## config.mk

```make
export PLATFORM = sky130hd
export DESIGN_NAME = pwm_output_ctrl
export DESIGN_NICKNAME = d
export VERILOG_FILES = /design/src/pwm_out_pkg.sv /design/src/tb_link_if.sv /design/src/pwm_timebase.sv /design/src/pwm_output_ctrl.sv
export SDC_FILE = /design/constraint.sdc
export NUM_CORES = 1
export LEC_CHECK = 0
export ABC_AREA = 1
export BUFFER_PORTS_ARGS = -buffer_cell sky130_fd_sc_hd__buf_2
export CAP_MARGIN = 20
export CORE_MARGIN = 1
export CORE_UTILIZATION = 45
export CTS_CLUSTER_SIZE = 20
export DETAILED_ROUTE_END_ITERATION = 10
export PLACE_DENSITY = 0.72
export SLEW_MARGIN = 20
export SYNTH_ARGS = -nofsm -noshare
export SYNTH_HDL_FRONTEND = slang
export SYNTH_SLANG_ARGS = --single-unit
```

## constraint.sdc

```tcl
create_clock -name clk_sys -period 2 [get_ports clk_sys]
set_input_delay 0.2 -clock clk_sys [delete_from_list [all_inputs] [get_ports clk_sys]]
set_output_delay 0.2 -clock clk_sys [all_outputs]
set_load 0.05 [all_outputs]
```

## src/pwm_out_pkg.sv

```systemverilog
/*
 * Shared constants for the PWM output stage: register map, field
 * positions, reset values and timing counts.
 * Assumes a 100 MHz system clock and a 32-bit AXI4-Lite register bus.
 */
`default_nettype none
package pwm_out_pkg;
	localparam int ADDR_W = 8;
	localparam int CNT_W = 16;
	localparam logic [ADDR_W-1:0] TB_CTRL_OFF = 8'h00;
	localparam logic [ADDR_W-1:0] PIN_CTRL_OFF = 8'h04;
	localparam logic [ADDR_W-1:0] PERIOD_OFF = 8'h08;
	localparam logic [ADDR_W-1:0] DUTY_OFF = 8'h0C;
	localparam logic [ADDR_W-1:0] STATUS_OFF = 8'h10;
	localparam int TB_ON_BIT = 15;
	localparam int EXT_RST_EN_BIT = 0;
	localparam int HI_OWN_BIT = 15;
	localparam int LO_OWN_BIT = 14;
	localparam int HI_OVR_BIT = 9;
	localparam int LO_OVR_BIT = 8;
	localparam int OVR_HI_LVL_BIT = 1;
	localparam int OVR_LO_LVL_BIT = 0;
	localparam logic [31:0] TB_CTRL_MASK = 32'h0000_8001;
	localparam logic [31:0] PIN_CTRL_MASK = 32'h0000_C303;
	localparam logic [31:0] CNT_MASK = 32'h0000_FFFF;
	localparam logic [31:0] TB_CTRL_RST = 32'h0000_0000;
	localparam logic [31:0] PIN_CTRL_RST = 32'h0000_0000;
	localparam logic [31:0] PERIOD_RST = 32'h0000_03E7;
	localparam logic [31:0] DUTY_RST = 32'h0000_01F4;
	localparam logic [1:0] RESP_OKAY = 2'h0;
	localparam logic [1:0] RESP_SLVERR = 2'h2;
	localparam int CLK_PERIOD_NS = 10;
	localparam int SYNC_PULSE_NS = 100;
	localparam int SYNC_CYC_I = (SYNC_PULSE_NS / CLK_PERIOD_NS < 1) ? 1 :
		SYNC_PULSE_NS / CLK_PERIOD_NS;
	localparam logic [CNT_W-1:0] SYNC_CYC = CNT_W'(SYNC_CYC_I);
endpackage : pwm_out_pkg
`default_nettype wire

```

## src/tb_link_if.sv

```systemverilog
/*
 * Carrier between the output controller and its time base counter.
 * Assumes both ends sit on clk_sys.
 */
`timescale 1ns/1ps
`default_nettype none
interface tb_link_if;
	import pwm_out_pkg::*;
	logic en;
	logic ext_rst;
	logic [CNT_W-1:0] period;
	logic [CNT_W-1:0] duty;
	logic [CNT_W-1:0] count;
	logic on;
	logic start;
	modport ctrl (output en, ext_rst, period, duty, input count, on, start);
	modport tb (input en, ext_rst, period, duty, output count, on, start);
endinterface : tb_link_if
`default_nettype wire

```

## src/pwm_timebase.sv

```systemverilog
/*
 * PWM time base: free counter from 0 to period, ON while count < duty.
 * Assumes period and duty are stable register values from the controller.
 */
`timescale 1ns/1ps
`default_nettype none
module pwm_timebase
	import pwm_out_pkg::*;
(
	input wire logic clk_sys,
	input wire logic rst_n,
	tb_link_if.tb link
);
	logic [CNT_W-1:0] count_reg;
	logic [CNT_W-1:0] count_next;
	logic start_reg;
	logic start_next;

	always_comb
	begin
		count_next = count_reg;
		start_next = 1'b0;
		if (!link.en)
			count_next = '0;
		else if (link.ext_rst || count_reg >= link.period)
		begin
			count_next = '0;
			start_next = 1'b1;
		end
		else
			count_next = count_reg + CNT_W'(1);
	end

	always_ff @(posedge clk_sys or negedge rst_n)
	begin
		if (!rst_n)
		begin
			count_reg <= '0;
			start_reg <= 1'b0;
		end
		else
		begin
			count_reg <= count_next;
			start_reg <= start_next;
		end
	end

	assign link.count = count_reg;
	assign link.on = link.en && (count_reg < link.duty);
	assign link.start = start_reg;
endmodule : pwm_timebase
`default_nettype wire

```

## src/pwm_output_ctrl.sv

```systemverilog
/*
 * PWM output control: pin ownership, override, time base enable,
 * external period reset qualification and secondary sync output,
 * with an AXI4-Lite register slave.
 * Assumes all inputs synchronous to clk_sys; pads resolve the enables.
 */
// Overview of operation
// ext period reset seen during OFF time restarts the period.
// ext reset held from ON time into OFF time is ignored.
// the reset source should assert only in OFF, release before ON ends.
// owner bit 1 gives the pin to PWM, 0 to the general port.
// two-bit override level sets high and low levels under override.
// override enable forces its output to the override level bit.
// timebase_on set starts the time base and output generation.
// software first parks pins as pulled inputs owned by the port.
// then level, overrides on, enable, overrides off, wait, give to PWM.
// sync_out_secondary pulses at each period start for a slave; the code gives no pulse for the first period after timebase_on.
// on faulty parts a spare output with ~100 ns pulse serves as sync.
// ownership and override changes act next edge, glitch-free.
`timescale 1ns/1ps
`default_nettype none
module pwm_output_ctrl
	import pwm_out_pkg::*;
(
	input wire logic clk_sys,
	input wire logic rst_n,
	input wire logic [ADDR_W-1:0] s_axi_awaddr,
	input wire logic s_axi_awvalid,
	output logic s_axi_awready,
	input wire logic [31:0] s_axi_wdata,
	input wire logic [3:0] s_axi_wstrb,
	input wire logic s_axi_wvalid,
	output logic s_axi_wready,
	output logic [1:0] s_axi_bresp,
	output logic s_axi_bvalid,
	input wire logic s_axi_bready,
	input wire logic [ADDR_W-1:0] s_axi_araddr,
	input wire logic s_axi_arvalid,
	output logic s_axi_arready,
	output logic [31:0] s_axi_rdata,
	output logic [1:0] s_axi_rresp,
	output logic s_axi_rvalid,
	input wire logic s_axi_rready,
	input wire logic ext_reset_in,
	input wire logic [1:0] port_data,
	input wire logic [1:0] port_direction,
	output logic out_high,
	output logic out_high_oe,
	output logic out_low,
	output logic out_low_oe,
	output logic sync_out_secondary
);
	tb_link_if link ();

	logic [31:0] tb_ctrl_reg, tb_ctrl_next;
	logic [31:0] pin_ctrl_reg, pin_ctrl_next;
	logic [31:0] period_reg, period_next;
	logic [31:0] duty_reg, duty_next;
	logic bvalid_reg, bvalid_next;
	logic [1:0] bresp_reg, bresp_next;
	logic rvalid_reg, rvalid_next;
	logic [1:0] rresp_reg, rresp_next;
	logic [31:0] rdata_reg, rdata_next;
	logic held_reg, held_next;
	logic [1:0] out_reg, out_next;
	logic [1:0] oe_reg, oe_next;
	logic sync_reg, sync_next;
	logic wr_go;
	logic rd_go;
	logic ext_rst_req;

	function automatic logic [31:0] merge(input logic [31:0] old_v,
		input logic [31:0] new_v, input logic [3:0] strb,
		input logic [31:0] mask);
		logic [31:0] r;
		r = old_v;
		for (int i = 0; i < 4; i++)
			if (strb[i])
				r[i*8 +: 8] = new_v[i*8 +: 8];
		return r & mask;
	endfunction : merge

	function automatic logic mapped(input logic [ADDR_W-1:0] a);
		return a == TB_CTRL_OFF || a == PIN_CTRL_OFF || a == PERIOD_OFF ||
			a == DUTY_OFF || a == STATUS_OFF;
	endfunction : mapped

	// address and data are taken together; one write and one read in flight
	assign wr_go = s_axi_awvalid && s_axi_wvalid && !bvalid_reg;
	assign rd_go = s_axi_arvalid && !rvalid_reg;
	assign s_axi_awready = wr_go;
	assign s_axi_wready = wr_go;
	assign s_axi_arready = rd_go;
	assign s_axi_bvalid = bvalid_reg;
	assign s_axi_bresp = bresp_reg;
	assign s_axi_rvalid = rvalid_reg;
	assign s_axi_rresp = rresp_reg;
	assign s_axi_rdata = rdata_reg;

	always_comb
	begin
		tb_ctrl_next = tb_ctrl_reg;
		pin_ctrl_next = pin_ctrl_reg;
		period_next = period_reg;
		duty_next = duty_reg;
		bvalid_next = bvalid_reg && !s_axi_bready;
		bresp_next = bresp_reg;
		rvalid_next = rvalid_reg && !s_axi_rready;
		rresp_next = rresp_reg;
		rdata_next = rdata_reg;
		if (wr_go)
		begin
			bvalid_next = 1'b1;
			bresp_next = RESP_OKAY;
			case (s_axi_awaddr)
				TB_CTRL_OFF: tb_ctrl_next = merge(tb_ctrl_reg, s_axi_wdata,
					s_axi_wstrb, TB_CTRL_MASK);
				PIN_CTRL_OFF: pin_ctrl_next = merge(pin_ctrl_reg, s_axi_wdata,
					s_axi_wstrb, PIN_CTRL_MASK);
				PERIOD_OFF: period_next = merge(period_reg, s_axi_wdata,
					s_axi_wstrb, CNT_MASK);
				DUTY_OFF: duty_next = merge(duty_reg, s_axi_wdata,
					s_axi_wstrb, CNT_MASK);
				STATUS_OFF: bresp_next = RESP_OKAY;
				default: bresp_next = RESP_SLVERR;
			endcase
		end
		if (rd_go)
		begin
			rvalid_next = 1'b1;
			rresp_next = mapped(s_axi_araddr) ? RESP_OKAY : RESP_SLVERR;
			case (s_axi_araddr)
				TB_CTRL_OFF: rdata_next = tb_ctrl_reg;
				PIN_CTRL_OFF: rdata_next = pin_ctrl_reg;
				PERIOD_OFF: rdata_next = period_reg;
				DUTY_OFF: rdata_next = duty_reg;
				STATUS_OFF: rdata_next = {link.count, 13'h0000, sync_reg,
					held_reg, link.on};
				default: rdata_next = 32'h0000_0000;
			endcase
		end
	end

	always_ff @(posedge clk_sys or negedge rst_n)
	begin
		if (!rst_n)
		begin
			tb_ctrl_reg <= TB_CTRL_RST;
			pin_ctrl_reg <= PIN_CTRL_RST;
			period_reg <= PERIOD_RST;
			duty_reg <= DUTY_RST;
			bvalid_reg <= 1'b0;
			bresp_reg <= RESP_OKAY;
			rvalid_reg <= 1'b0;
			rresp_reg <= RESP_OKAY;
			rdata_reg <= 32'h0000_0000;
		end
		else
		begin
			tb_ctrl_reg <= tb_ctrl_next;
			pin_ctrl_reg <= pin_ctrl_next;
			period_reg <= period_next;
			duty_reg <= duty_next;
			bvalid_reg <= bvalid_next;
			bresp_reg <= bresp_next;
			rvalid_reg <= rvalid_next;
			rresp_reg <= rresp_next;
			rdata_reg <= rdata_next;
		end
	end

	// time base runs only while enabled
	assign link.en = tb_ctrl_reg[TB_ON_BIT];
	assign link.period = period_reg[CNT_W-1:0];
	assign link.duty = duty_reg[CNT_W-1:0];
	// a reset level carried over from ON time must not restart the period
	assign ext_rst_req = tb_ctrl_reg[EXT_RST_EN_BIT] && link.en &&
		ext_reset_in && !link.on && !held_reg;
	assign link.ext_rst = ext_rst_req;

	pwm_timebase u_timebase (
		.clk_sys(clk_sys),
		.rst_n(rst_n),
		.link(link)
	);

	always_comb
	begin
		held_next = held_reg;
		if (!ext_reset_in)
			held_next = 1'b0;
		else if (link.on)
			held_next = 1'b1;
		// outputs change only through flops so the mux cannot glitch
		if (pin_ctrl_reg[HI_OWN_BIT])
		begin
			oe_next[1] = 1'b1;
			out_next[1] = pin_ctrl_reg[HI_OVR_BIT] ?
				pin_ctrl_reg[OVR_HI_LVL_BIT] : link.on;
		end
		else
		begin
			oe_next[1] = !port_direction[1];
			out_next[1] = port_data[1];
		end
		if (pin_ctrl_reg[LO_OWN_BIT])
		begin
			oe_next[0] = 1'b1;
			out_next[0] = pin_ctrl_reg[LO_OVR_BIT] ?
				pin_ctrl_reg[OVR_LO_LVL_BIT] : (link.en && !link.on);
		end
		else
		begin
			oe_next[0] = !port_direction[0];
			out_next[0] = port_data[0];
		end
		// sync pulse starts one cycle into each period except the first after enable, fixed width
		sync_next = link.en && (link.start ||
			(sync_reg && link.count < SYNC_CYC));
	end

	always_ff @(posedge clk_sys or negedge rst_n)
	begin
		if (!rst_n)
		begin
			held_reg <= 1'b0;
			out_reg <= 2'b00;
			oe_reg <= 2'b00;
			sync_reg <= 1'b0;
		end
		else
		begin
			held_reg <= held_next;
			out_reg <= out_next;
			oe_reg <= oe_next;
			sync_reg <= sync_next;
		end
	end

	assign out_high = out_reg[1];
	assign out_low = out_reg[0];
	assign out_high_oe = oe_reg[1];
	assign out_low_oe = oe_reg[0];
	assign sync_out_secondary = sync_reg;
endmodule : pwm_output_ctrl
`default_nettype wire

```

## Yosys cells after proc, flatten, opt, wreduce, memory -nomap -nowiden

Cells that the tools add are included.

| cells by class | value |
|---|---|
| reduce and logical (&&, ||, !) cells | 38 |
| mux-type cells | 17 |
| equality and inequality tests | 9 |
| add/sub/neg operators | 1 |
| magnitude comparators | 3 |

Operators with widths:

| kind | count |
|---|---|
| $pmux 32 s5 | 1 |
| $eq 8x4->1 const B | 4 |
| $mux 16 | 2 |
| $reduce_and 3->1 | 8 |
| $add 16x1->16 const B | 1 |
| $eq 8x3->1 const B | 2 |
| $eq 8x5->1 const B | 2 |
| $ge 16x16->1 | 1 |
| $logic_not 8->1 | 2 |
| $lt 16x16->1 | 1 |
| $lt 16x4->1 const B | 1 |
| $logic_and 1x1->1 | 13 |
| $mux 1 | 12 |
| $logic_not 1->1 | 8 |
| $logic_or 1x1->1 | 6 |
| $reduce_or 5->1 | 1 |
| $mux 2 | 2 |
| $ne 2x1->1 const B | 1 |

| storage, ports and cells | value |
|---|---|
| output and inout port bits | 46 |
| bits in registers | 101 |
| bits of input ports | 64 |
| logic and storage cells | 87 |

## Longest topological paths before layout

Gate-level depths: netlist (run 1).

| depth | value |
|---|---|
| depth in word-level cells | 8 |
| gate-level depth with buffers | 14 |
| gate-level depth less buffers | 14 |

## By module

From an unflattened synthesis (run 1), not the netlist that was laid out.

| unflattened totals | value |
|---|---|
| cell total of the unflattened synthesis | 674 |
| area total of the unflattened synthesis | 5600.4 um2 |

Modules (own cells, without submodules):

| module | seq. area each (um2) | area an instance (um2) | cells an instance | times used |
|---|---|---|---|---|
| pwm_output_ctrl | 2069.5 | 3912.5 | 450 | 1 |
| pwm_timebase | 425.4 | 1687.9 | 224 | 1 |

## Worst setup path after synthesis (run 1)

No wires, ideal clock.

| timing path | value |
|---|---|
| kind | register -> register |
| start | register rvalid_reg (netlist: s_axi_rvalid) |
| end | register rdata_reg[10] (netlist: s_axi_rdata[10]) |
| arrival | 1.731 ns |
| data required time | 1.933 ns |
| slack | 0.203 ns |
| clock period less this slack | 1.797 ns |
| cell stages (with the launch flop) | 7 |
| path buffers | 1 |
| library setup time | 0.067 ns |
| path through | dfrtp_1 -> inv_1 -> nand2_1 -> clkinv_1 -> clkbuf_1 -> nand2_1 -> nand2_1 |

| between the ends | value |
|---|---|
| cells in the longest elaborated chain, start to end | 2 |

Ends and longest elaborated chain:

| what | RTL line | RTL |
|---|---|---|
| start, declared | pwm_output_ctrl.sv:61 | `logic rvalid_reg, rvalid_next;` |
| start signal, assigned | pwm_output_ctrl.sv:166 | `rvalid_reg <= rvalid_next;` |
| $logic_not 1->1 | pwm_output_ctrl.sv:90 | `assign rd_go = s_axi_arvalid && !rvalid_reg;` |
| $logic_and 1x1->1 | pwm_output_ctrl.sv:90 |  |
| net s_axi_arready | pwm_output_ctrl.sv:39 | `output logic s_axi_arready,` |
| end signal, assigned | pwm_output_ctrl.sv:168 | `rdata_reg <= rdata_next;` |
| end, declared | pwm_output_ctrl.sv:63 | `logic [31:0] rdata_reg, rdata_next;` |

The timed path passes the listed nets, and every way through them passes these cells.
A chain may end at the register's enable or synchronous reset.

## Worst setup path in the final report (run 1)

| timing path | value |
|---|---|
| start | register u_timebase.count_reg[11] (netlist: u_timebase.link.count[11]) |
| end | register u_timebase.count_reg[8] (netlist: u_timebase.link.count[8]) |

| between the ends | value |
|---|---|
| cells in the longest elaborated chain, start to end | 8 |
| elaborated cells between the ends (all ways) | 9 |
| classes of those cells | order compare (2); mux (2); reduce/logical (5) |

Ends and longest elaborated chain:

| what | RTL line | RTL |
|---|---|---|
| start, declared | pwm_timebase.sv:14 | `logic [CNT_W-1:0] count_reg;` |
| start signal, assigned | pwm_timebase.sv:43 | `count_reg <= count_next;` |
| $lt 16x16->1 | pwm_timebase.sv:49 | `assign link.on = link.en && (count_reg < link.duty);` |
| $logic_and 1x1->1 | pwm_timebase.sv:49 |  |
| $logic_not 1->1 | pwm_output_ctrl.sv:178 | `ext_reset_in && !link.on && !held_reg;` |
| $logic_and 1x1->1 (2 in a row) | pwm_output_ctrl.sv:178 |  |
| $logic_or 1x1->1 (*) | pwm_timebase.sv:25 | `else if (link.ext_rst \|\| count_reg >= link.period)` |
| $mux 16 (*) | pwm_timebase.sv:25 |  |
| $mux 16 (*) | pwm_timebase.sv:23 | `if (!link.en)` |
| net u_timebase.count_next[8] | pwm_timebase.sv:15 | `logic [CNT_W-1:0] count_next;` |

Mark *: on every way through the listed nets, which the timed path passes. The rest lies on a longest branch.

==> results of run 1 <==
-- synth_stat cells, types with 2 or more instances --
| cell | n | share of area |
|---|---|---|
| nand2_1 | 175 | 0.12 |
| inv_1 | 88 | 0.063 |
| dfrtp_1 | 85 | 0.40 |
| o21ai_1 | 48 | 0.046 |
| nor2_1 | 36 | 0.026 |
| ha_1 | 32 | 0.076 |
| a21oi_1 | 30 | 0.029 |
| o21ai_0 | 18 | 0.017 |
| nand3_1 | 16 | 0.015 |
| dfstp_2 | 14 | 0.070 |
| o22ai_1 | 14 | 0.017 |
| o31ai_1 | 12 | 0.017 |
| nand4_1 | 11 | 0.013 |
| clkbuf_1 | 8 | 0.0057 |
| nand2_2 | 6 | 0.0071 |
| buf_2 | 5 | 0.0048 |
| inv_2 | 5 | 0.0036 |
| nand3_2 | 5 | 0.0095 |
| nor2_2 | 5 | 0.0059 |
| nor3_1 | 5 | 0.0048 |
| nor4_1 | 4 | 0.0048 |
| buf_4 | 3 | 0.0043 |
| a31oi_1 | 2 | 0.0024 |
| buf_6 | 2 | 0.0043 |
| nor3_2 | 2 | 0.0038 |
| o211ai_1 | 2 | 0.0029 |
| o21a_1 | 2 | 0.0029 |
-- per-stage QoR --
stage / setup WS (ns) / std cells
after floorplan: 0.203 / 646
after global placement: 0.113 / 884
after detailed placement: 0.0776 / 884
after CTS: 0.0400 / 902
after global routing: -0.0741 / 905
final: 0.0515 / 905
-- repair_timing --
item	4_1_cts	5_1_grt
setup buffers	0	2
hold buffers	2	0
endpoints found under the hold margin	27	0
setup endpoints to repair	0	16
gates resized for setup	0	27
-- power breakdown --
part,leakage (nW),switching [W],internal (W)
logic,1.77,0.000285,0.000120
clock network,0.169,0.000768,0.00129
registers,1.31,0.0000170,0.00203
total,3.25,0.00107,0.00344
-- layer usage --
| layer | GRT usage | vias up | share of wire |
|---|---|---|---|
| met4 | 0.0949 | 0 | 0.020 |
| li1 | - | 2330 | - |
| met3 | 0.0500 | 27 | 0.067 |
| met1 | 0.296 | 2168 | 0.45 |
| met5 | 0 | - | 0 |
| met2 | 0.385 | 146 | 0.47 |
-- layout make-up --
cell class	instances	area share
Sequential cell	99	0.379
Multi-Input combinational cell	434	0.376
Timing Repair Buffer	119	0.110
Inverter	94	0.0536
Clock buffer	12	0.0390
Tap cell	143	0.0272
Clock inverter	4	0.0148
-- worst paths after layout --
| check | end | slack (ns) | cells past startpoint |
|---|---|---|---|
| worst min-delay path | oe_reg[0] | 0.002 | 2 |
| worst max-delay path | u_timebase.link.count[8] | 0.05 | 9 |
| max in group asynchronous | u_timebase.link.count[9] | 1.02 | 3 |
| min in group asynchronous | s_axi_rdata[17] | 0.29 | 2 |
| worst max register to register | u_timebase.link.count[8] | 0.05 | 9 |
| worst min register to register | s_axi_rdata[4] | 0.47 | 2 |
-- cell families (layout without fill, tap and decap cells) --
family | Yosys count | count (layout)
simple gates | 271 | 271
compound gates | 129 | 129
flops | 99 | 99
other cells | 1 | 2
fa+ha+maj | 32 | 32
buf+inv | 113 | 229
==> metrics.md, run 1 <==
| Metric | Value |
|---|---|
| Status | finished clean |
| LEAKAGE | 3.25 nW |
| Inserted Diodes | 0 |
| Port Buffers | 89 |
| DP Wirelength | 9840 µm |
| Most used flip-flop cell after synthesis | dfrtp_1 |
| H-tree Lvls | 3 |
| Syn Inst Count | 645 |
| CTS buffer count | 9 |
| Critical path data required time | 2.29 ns |
| Post-Synth Simple-Gate Area | 0.228 |
| Most common cell after layout, fill and taps aside | nand2_1 |
| CTS tree | built |
| CP top delay family | compound AO/OA/AOI/OAI gates |
| Initial antenna violation count | 0 |
| Final Max Tran Viols | 0 |
| Syn. warnings | 0 |
| Mux contribution to synthesized area | 0 |
| Slew @ Worst Pin | 0.749 ns |
| # fillers | 1,024 |
| Die height | 110 µm |
| Critical path class | reg -> reg |
| Max IR drop VDD | 408 µV |
| Clock buffer depth | 2 |
| Synth Area in Compound Gates | 0.135 |
| Cell area after layout | 6580 µm² |
| DP Area | 6000 µm² |
| Register area share after synthesis | 0.474 |
| Worst setup SP type | register |
| First-pass GRT wire length | 21,400 µm |
| Synth Area in Adders | 0.0761 |
| Clk slew on worst S/H paths | 0.06 ns |
| First-pass DRT Iterations | 4 |
| Largest stage delay on the critical path | 0.44 ns |
| Via density | 5.16 |
| Reg-to-Reg Start | u_timebase.link.count[11] |
| CP Capture Type | register |
| Ys async rst share | 1.00 |
| Power per cell area | 686 nW/µm² |
| Drt total wl | 13,200 µm |
| Die W | 110 µm |
| Synthesized area | 5260 µm² |
| Residual DRC | 0 |
| DRT antenna net count | 0 |
| Vias in the first global route | 4,625 |
| Final hold violations | 0 |
| Crit Path Max Fanout | 8 |
| Critical Path AT | 2.23 ns |
| Slew headroom | 0.501 |
| Most frequent cells in the layout | nand2_1, buf_2, inv_1 |
| Final setup viols | 0 |
| CP Cell Sequence | ha_1 > a21oi_1 > o21ai_1 > a21oi_2 > nand2_1 > nor2_2 > nand2_4 > clkbuf_16 > nor2_1 |
| Largest net degree at the start of global routing | 49 |
| DIE AREA | 12,100 µm² |
| Clock Latency Late Sink | 0.36 ns |
| Max-cap violations | 0 |
| Final net count | 853 |
| P&R area growth vs syn | 25.0% |
| Max reg flops | 32 |
| Synthesized flop and latch total | 99 |
| Sink Count | 99 |
| Slowest cell on crit path | dfrtp_1 |
| HP Start | port_direction[0] |
| Worst path buffer plus inverter count | 1 |
| Post-synth cell types | 37 |
| GPL Wtd Cong | 0.887 |
| Fin util | 0.576 |
| Minimum clock period | 1.95 ns |
| FMAX | 513 MHz |
| Largest family of logic cells by synthesized area | simple AND/OR/NAND/NOR gates |
| Footprint of the multi-input gates | 2480 µm² |
| Gr usage total | 0.233 |
| Tot Pwr | 0.00452 W |
| WL per Instance | 14.6 µm |
| CTS root buffer | clkbuf_16 |
| Core Box Area | 11,400 µm² |
| GRT Residual Overflow | 0 |
| Synthesized area per cell | 8.16 µm² |
| Crit path launch | u_timebase.link.count[11] |
| Setup_tns | 0 ns |
| FP Rows | 39 |
| IO Pins | 110 |
| Fin crit share | 0.974 |
| Final Skew | 0.00943 ns |
| DR vias | 4,671 |
| Post-synth EDFFs | 0 |
| WHS | 0.00220 ns |
| Starting Density | 0.461 |
| Layout cells sized above 1 | 0.257 |
| Xor/xnor share of the synthesized area | 0 |
| DR iter-0 viols | 218 |
| Register area | 2500 µm² |
| Hold Crit Class | in -> reg |
No activity file was read; power rests on OpenSTA's default activity.
==> run 2, diff against run 1 <==
--- a/config.mk
+++ b/config.mk
@@ -8,11 +8,13 @@
 export ABC_AREA = 1
 export BUFFER_PORTS_ARGS = -buffer_cell sky130_fd_sc_hd__buf_2
 export CAP_MARGIN = 20
+export CORE_ASPECT_RATIO = 0.8
 export CORE_MARGIN = 1
 export CORE_UTILIZATION = 45
 export CTS_CLUSTER_SIZE = 20
 export DETAILED_ROUTE_END_ITERATION = 10
 export PLACE_DENSITY = 0.72
+export SETUP_SLACK_MARGIN = 0.4
 export SLEW_MARGIN = 20
 export SYNTH_ARGS = -nofsm -noshare
 export SYNTH_HDL_FRONTEND = slang
==> metrics.md, run 2 (synthesized netlist as in run 1, its figures left out) <==
| Metric | Value |
|---|---|
| Status | finished clean (unchanged) |
| Minimum clock period | 1.93 ns (was 1.95 ns) |
| Post-route insts no fill | 914 (was 905) |
| Drt total wl | 14,000 µm (was 13,200 µm) |
| Slew headroom | 0.652 (was 0.501) |
| Critical path data required time | 2.28 ns (was 2.29 ns) |
| Initial antenna violation count | 0 (unchanged) |
| Setup_tns | 0 ns (unchanged) |
| DP Wirelength | 10,000 µm (was 9840 µm) |
| GRT Residual Overflow | 0 (unchanged) |
| Max reg flops | 32 (unchanged) |
| Critical R2R Capture | u_timebase.link.count[11] (was u_timebase.link.count[8]) |
| DR vias | 4,805 (was 4,671) |
| Power per cell area | 616 nW/µm² (was 686 nW/µm²) |
| GPL Wtd Cong | 0.914 (was 0.887) |
| Clk slew on worst S/H paths | 0.07 ns (was 0.06 ns) |
| Port Buffers | 89 (unchanged) |
| Inst Count DP | 886 (was 884) |
| First-pass GRT wire length | 23,200 µm (was 21,400 µm) |
| Register-to-Register Setup Slack | 0.07 ns (was 0.05 ns) |
| Crit Path Max Fanout | 8 (unchanged) |
| CTS root buffer | clkbuf_16 (unchanged) |
| Inserted Diodes | 0 (unchanged) |
| Critical Path AT | 2.20 ns (was 2.23 ns) |
| Worst r2r path cells | 10 (was 9) |
| DIE AREA | 12,100 µm² (about the same) |
| Final Max Tran Viols | 0 (unchanged) |
| Via density | 5.26 (was 5.16) |
| Fin crit share | 0.963 (was 0.974) |
| Critical path class | reg -> reg (unchanged) |
| Largest net degree at the start of global routing | 51 (was 49) |
| Cell area after layout | 6870 µm² (was 6580 µm²) |
| First-pass DRT Iterations | 5 (was 4) |
| FP Rows | 34 (was 39) |
| FMAX | 519 MHz (was 513 MHz) |
| CP Capture Type | register (unchanged) |
| WL per Instance | 15.3 µm (was 14.6 µm) |
| Slew @ Worst Pin | 0.522 ns (was 0.749 ns) |
| Clock buffer depth | 2 (unchanged) |
| DR iter-0 viols | 299 (was 218) |
| Final net count | 861 (was 853) |
| Max IR drop VDD | 465 µV (was 408 µV) |
| Most common cell after layout, fill and taps aside | nand2_1 (unchanged) |
| DRT antenna net count | 0 (unchanged) |
| Worst setup SP type | register (unchanged) |
| IO Pins | 110 (unchanged) |
| Core Box Area | 11,100 µm² (was 11,400 µm²) |
| LEAKAGE | 3.27 nW (was 3.25 nW) |
| CTS tree | built (unchanged) |
| Hold Path End | oe_reg[0] (unchanged) |
| DP Area | 6110 µm² (was 6000 µm²) |
| H-tree Lvls | 3 (unchanged) |
| Hold Crit Class | in -> reg (unchanged) |
| Sink Count | 99 (unchanged) |
| Max-cap violations | 0 (unchanged) |
| P&R area growth vs syn | 30.6% (was 25.0%) |
| Final hold violations | 0 (unchanged) |
| RSZ-0062 raised after global routing | true |
| Residual DRC | 0 (unchanged) |
| Clock Latency Late Sink | 0.35 ns (was 0.36 ns) |
| Vias in the first global route | 4,813 (was 4,625) |
| Layout cells sized above 1 | 0.339 (was 0.257) |
| Die height | 98.7 µm (was 110 µm) |
| Final setup viols | 0 (unchanged) |
| Die W | 123 µm (was 110 µm) |
| Most frequent cells in the layout | nand2_1, buf_2, dfrtp_1 (was nand2_1, buf_2, inv_1) |
| Final Skew | 0.00794 ns (was 0.00943 ns) |
| Starting Density | 0.472 (was 0.461) |
| CTS buffer count | 9 (unchanged) |
| HP Start | port_direction[0] (unchanged) |
| Gr usage total | 0.246 (was 0.233) |
| Hold path depth | 2 (unchanged) |
| Reg-to-Reg Start | u_timebase.link.count[15] (was u_timebase.link.count[11]) |
-- run 2: where the power goes --
group | internal (W) | switching, W | total (W)
combinational | 0.000131 | 0.000313 | 0.000444
sequential | 0.00203 | 0.0000156 | 0.00205
clock | 0.00100 | 0.000731 | 0.00174
-- run 2: worst max-delay path by stage --
| stage | from | depth (start not counted) | to |
|---|---|---|---|
| 5_1_grt | u_timebase.link.count[15] | 10 | u_timebase.link.count[11] |
| 3_3_place_gp | period_reg[9] | 9 | u_timebase.link.count[10] |
| 2_1_floorplan | duty_reg[5] | 11 | u_timebase.link.count[10] |
| 4_1_cts | duty_reg[7] | 10 | u_timebase.link.count[3] |
| 6_report | u_timebase.link.count[15] | 10 | u_timebase.link.count[11] |
| 3_5_place_dp | duty_reg[6] | 11 | u_timebase.link.count[6] |
-- run 2: timing repair --
item                                    4_1_cts  5_1_grt
hold endpoints to repair                     24        0
hold buffers                                  1        0
pin swaps                                    29       18
gates cloned                                  1        0
endpoints found under the setup margin       44       45
buffers inserted                              8        2
resized for setup                            53       37
-- run 2: through the flow --
| stage | setup WS [ns] | total power [W] | hold WS [ns] | utilization |
|---|---|---|---|---|
| 4_1_cts | 0.181 | 0.00424 | 0.00299 | 0.602 |
| 2_1_floorplan | 0.280 | 0.00231 | -0.0956 | - |
| 3_5_place_dp | 0.0653 | 0.00248 | 0.186 | 0.548 |
| 5_1_grt | 0.00215 | 0.00439 | 0.0100 | 0.616 |
| 6_report | 0.0740 | 0.00423 | 0.00767 | 0.616 |
| 3_3_place_gp | 0.154 | 0.00246 | 0.175 | 0.548 |
-- run 2: worst max-delay path: stages, from the launching register on --
cell,delay [ns]
dfrtp_1,0.40
buf_4,0.16
ha_4,0.24
a21oi_1,0.19
o21ai_1,0.12
a21oi_2,0.16
nand2_2,0.08
nor2_4,0.15
buf_12,0.12
nand2_8,0.10
nor2_4,0.13
-- run 2: area by class of cell --
cell class                      count  area (µm²)
Fill cell                         967        4280
Multi-Input combinational cell    435        2750
Sequential cell                    99        2500
Timing Repair Buffer              126         788
Inverter                           94         360
Clock buffer                       14         254
Tap cell                          144         180
Clock inverter                      2        35.0
-- run 2: routing by layer --
| layer | track usage | wire [µm] | up-vias |
|---|---|---|---|
| met1 | 0.337 | 6450 | 2295 |
| met2 | 0.399 | 6630 | 140 |
| met5 | 0 | 0 | - |
| met4 | 0.0497 | 163 | 0 |
| li1 | - | - | 2349 |
| met3 | 0.0544 | 747 | 21 |
==> run 3, diff against run 2 <==
--- a/config.mk
+++ b/config.mk
@@ -13,6 +13,7 @@
 export CORE_UTILIZATION = 45
 export CTS_CLUSTER_SIZE = 20
 export DETAILED_ROUTE_END_ITERATION = 10
+export GPL_TIMING_DRIVEN = 0
 export PLACE_DENSITY = 0.72
 export SETUP_SLACK_MARGIN = 0.4
 export SLEW_MARGIN = 20
==> metrics.md, run 3 (synthesized netlist as in run 1, its figures left out) <==
| Metric | Value |
|---|---|
| Status | finished clean (unchanged) |
| Sw Pwr | 0.00113 W (was 0.00106 W) |
| IO Pins | 110 (unchanged) |
| Initial antenna violation count | 0 (unchanged) |
| Fin crit share | 0.959 (was 0.963) |
| Setup_tns | 0 ns (unchanged) |
| FMAX | 521 MHz (was 519 MHz) |
| Inserted Diodes | 0 (unchanged) |
| Inst Count DP | 880 (was 886) |
| Slowest cell on crit path | dfstp_2 (was dfrtp_1) |
| Clk slew on worst S/H paths | 0.07 ns (about the same) |
| Largest stage delay on the critical path | 0.54 ns (was 0.40 ns) |
| Tot Pwr | 0.00447 W (was 0.00423 W) |
| CP Capture Type | register (unchanged) |
| Combinational Power Share | 0.110 (was 0.105) |
| CTS root buffer | clkbuf_16 (unchanged) |
| Critical path data required time | 2.25 ns (was 2.28 ns) |
| Crit path depth | 11 (was 10) |
| Worst setup SP type | register (unchanged) |
| First-pass GRT wire length | 22,400 µm (was 23,200 µm) |
| Vias in the first global route | 4,656 (was 4,813) |
| Max reg flops | 32 (unchanged) |
| Internal | 0.00335 W (was 0.00317 W) |
| Final setup viols | 0 (unchanged) |
| DR vias | 4,920 (was 4,805) |
| Port Buffers | 89 (unchanged) |
| Die W | 123 µm (unchanged) |
| DR iter-0 viols | 323 (was 299) |
| WL per Instance | 15.6 µm (was 15.3 µm) |
| Clock buffer depth | 2 (unchanged) |
| Starting Density | 0.472 (unchanged) |
| CTS tree | built (unchanged) |
| DIE AREA | 12,100 µm² (unchanged) |
| Post-route insts no fill | 926 (was 914) |
| Via density | 5.31 (was 5.26) |
| Hold path depth | 2 (unchanged) |
| CP top delay family | simple AND/OR/NAND/NOR gates (was compound AO/OA/AOI/OAI gates) |
| Hold Crit Class | in -> reg (unchanged) |
| GRT Residual Overflow | 0 (unchanged) |
| Most Frequent Cell on Critical Path | nand2_4 (was nor2_4) |
| Clock share of power | 0.432 (was 0.410) |
| First-pass DRT Iterations | 6 (was 5) |
| Worst path buffer plus inverter count | 2 (unchanged) |
| Slew headroom | 0.566 (was 0.652) |
| Most common cell after layout, fill and taps aside | nand2_1 (unchanged) |
| Slew @ Worst Pin | 0.651 ns (was 0.522 ns) |
| GPL Wtd Cong | 0.907 (was 0.914) |
| CTS buffer count | 9 (unchanged) |
| DRT antenna net count | 0 (unchanged) |
| FP Rows | 34 (unchanged) |
| Final hold violations | 0 (unchanged) |
| Switching share of power | 0.252 (was 0.251) |
| Residual DRC | 0 (unchanged) |
| Gr usage total | 0.241 (was 0.246) |
| Layout cells sized above 1 | 0.349 (was 0.339) |
| Minimum clock period | 1.92 ns (was 1.93 ns) |
| Final Skew | 0.00833 ns (was 0.00794 ns) |
| Largest net degree at the start of global routing | 52 (was 51) |
| Worst r2r path cells | 11 (was 10) |
| Fin util | 0.625 (was 0.616) |
| Most frequent cells in the layout | nand2_1, buf_2, inv_1 (was nand2_1, buf_2, dfrtp_1) |
| Power per cell area | 642 nW/µm² (was 616 nW/µm²) |
| Critical path class | reg -> reg (unchanged) |
| Drt total wl | 14,500 µm (was 14,000 µm) |
| DP Wirelength | 10,400 µm (was 10,000 µm) |
| Die height | 98.7 µm (unchanged) |
| P&R area growth vs syn | 32.5% (was 30.6%) |
| CP Cell Sequence | inv_2 > ha_4 > nand2_4 > o21a_1 > nand2_2 > nand2_4 > nand2_4 > nand3_4 > nand2_4 > clkbuf_16 > nor2_1 (was buf_4 > ha_4 > a21oi_1 > o21ai_1 > a21oi_2 > nand2_2 > nor2_4 > buf_12 > nand2_8 > nor2_4) |
| Sink Count | 99 (unchanged) |
| Max-cap violations | 0 (unchanged) |
| Core Box Area | 11,100 µm² (unchanged) |
| RSZ-0062 raised after global routing | true (unchanged) |
| Max IR drop VDD | 403 µV (was 465 µV) |
| Sequential Power Share | 0.458 (was 0.485) |
| Final Max Tran Viols | 0 (unchanged) |
| LEAKAGE | 3.32 nW (was 3.27 nW) |
| Crit Path Max Fanout | 5 (was 8) |
| Critical Path AT | 2.17 ns (was 2.20 ns) |
| H-tree Lvls | 3 (unchanged) |
| Clock Latency Late Sink | 0.35 ns (about the same) |
| Final net count | 873 (was 861) |
==> run 3: changes by cell type in the layout (fill, tap and decap cells not counted), sizes merged, moves of 2 or more <==
cell         before  now
inv              91   93
clkbuf           14   22
dlygate4sd3       1    3
buf             125  128
==> run 3: power by group through the flow <==
stage / Clock, W / Sequential [W] / Combinational, W
after global routing: 0.00201 / 0.00205 / 0.000532
after detailed placement: 0 / 0.00208 / 0.000402
after floorplan: 0 / 0.00215 / 0.000167
after global placement: 0 / 0.00208 / 0.000384
final: 0.00193 / 0.00205 / 0.000491
after CTS: 0.00194 / 0.00205 / 0.000444
==> run 3: what timing repair did <==
item,in CTS,in global routing
gates resized for setup,43,56
hold buffers,3,0
gates cloned,0,1
buffers inserted,13,13
hold endpoints to repair,49,0
pin swaps,8,25
setup endpoints to repair,60,41
==> run 3: worst paths after layout <==
path                          startpoint                        end  slack, ns
setup / recovery             duty_reg[7]  u_timebase.link.count[13]       0.08
hold / removal              s_axi_bready               s_axi_bvalid       0.02
setup reg to reg             duty_reg[7]  u_timebase.link.count[13]       0.08
hold reg to reg            period_reg[2]              period_reg[2]       0.48
max in group asynchronous          rst_n              period_reg[0]       0.98
min in group asynchronous          rst_n               s_axi_rvalid       0.35
==> run 3: routing by layer <==
layer,vias up,global-route usage,wire [µm],share of wire
met5,-,0,0,0
met4,0,0.0769,318,0.022
met3,33,0.0428,805,0.056
met2,178,0.371,6770,0.47
met1,2336,0.344,6570,0.45
li1,2373,-,-,-
==> run 3: stage by stage <==
step | hold slack, ns | area (µm²) | setup slack [ns]
after floorplan | -0.0956 | 5370 | 0.280
after global placement | 0.361 | 5990 | -0.401
after detailed placement | 0.179 | 6020 | -0.0260
after CTS | 0.0137 | 6620 | 0.149
after global routing | 0.0219 | 6970 | 0.0363
final | 0.0189 | 6970 | 0.0816
==> run 3: area by class of cell <==
type,count,area [µm²]
clock buffers,14,295
clock inverters,2,38.8
repair buffers,120,757
multi-input cells,434,2710
flip-flops and latches,99,2510
plain buffers,19,119
well taps,144,180
inverters,94,359
fillers,946,4180
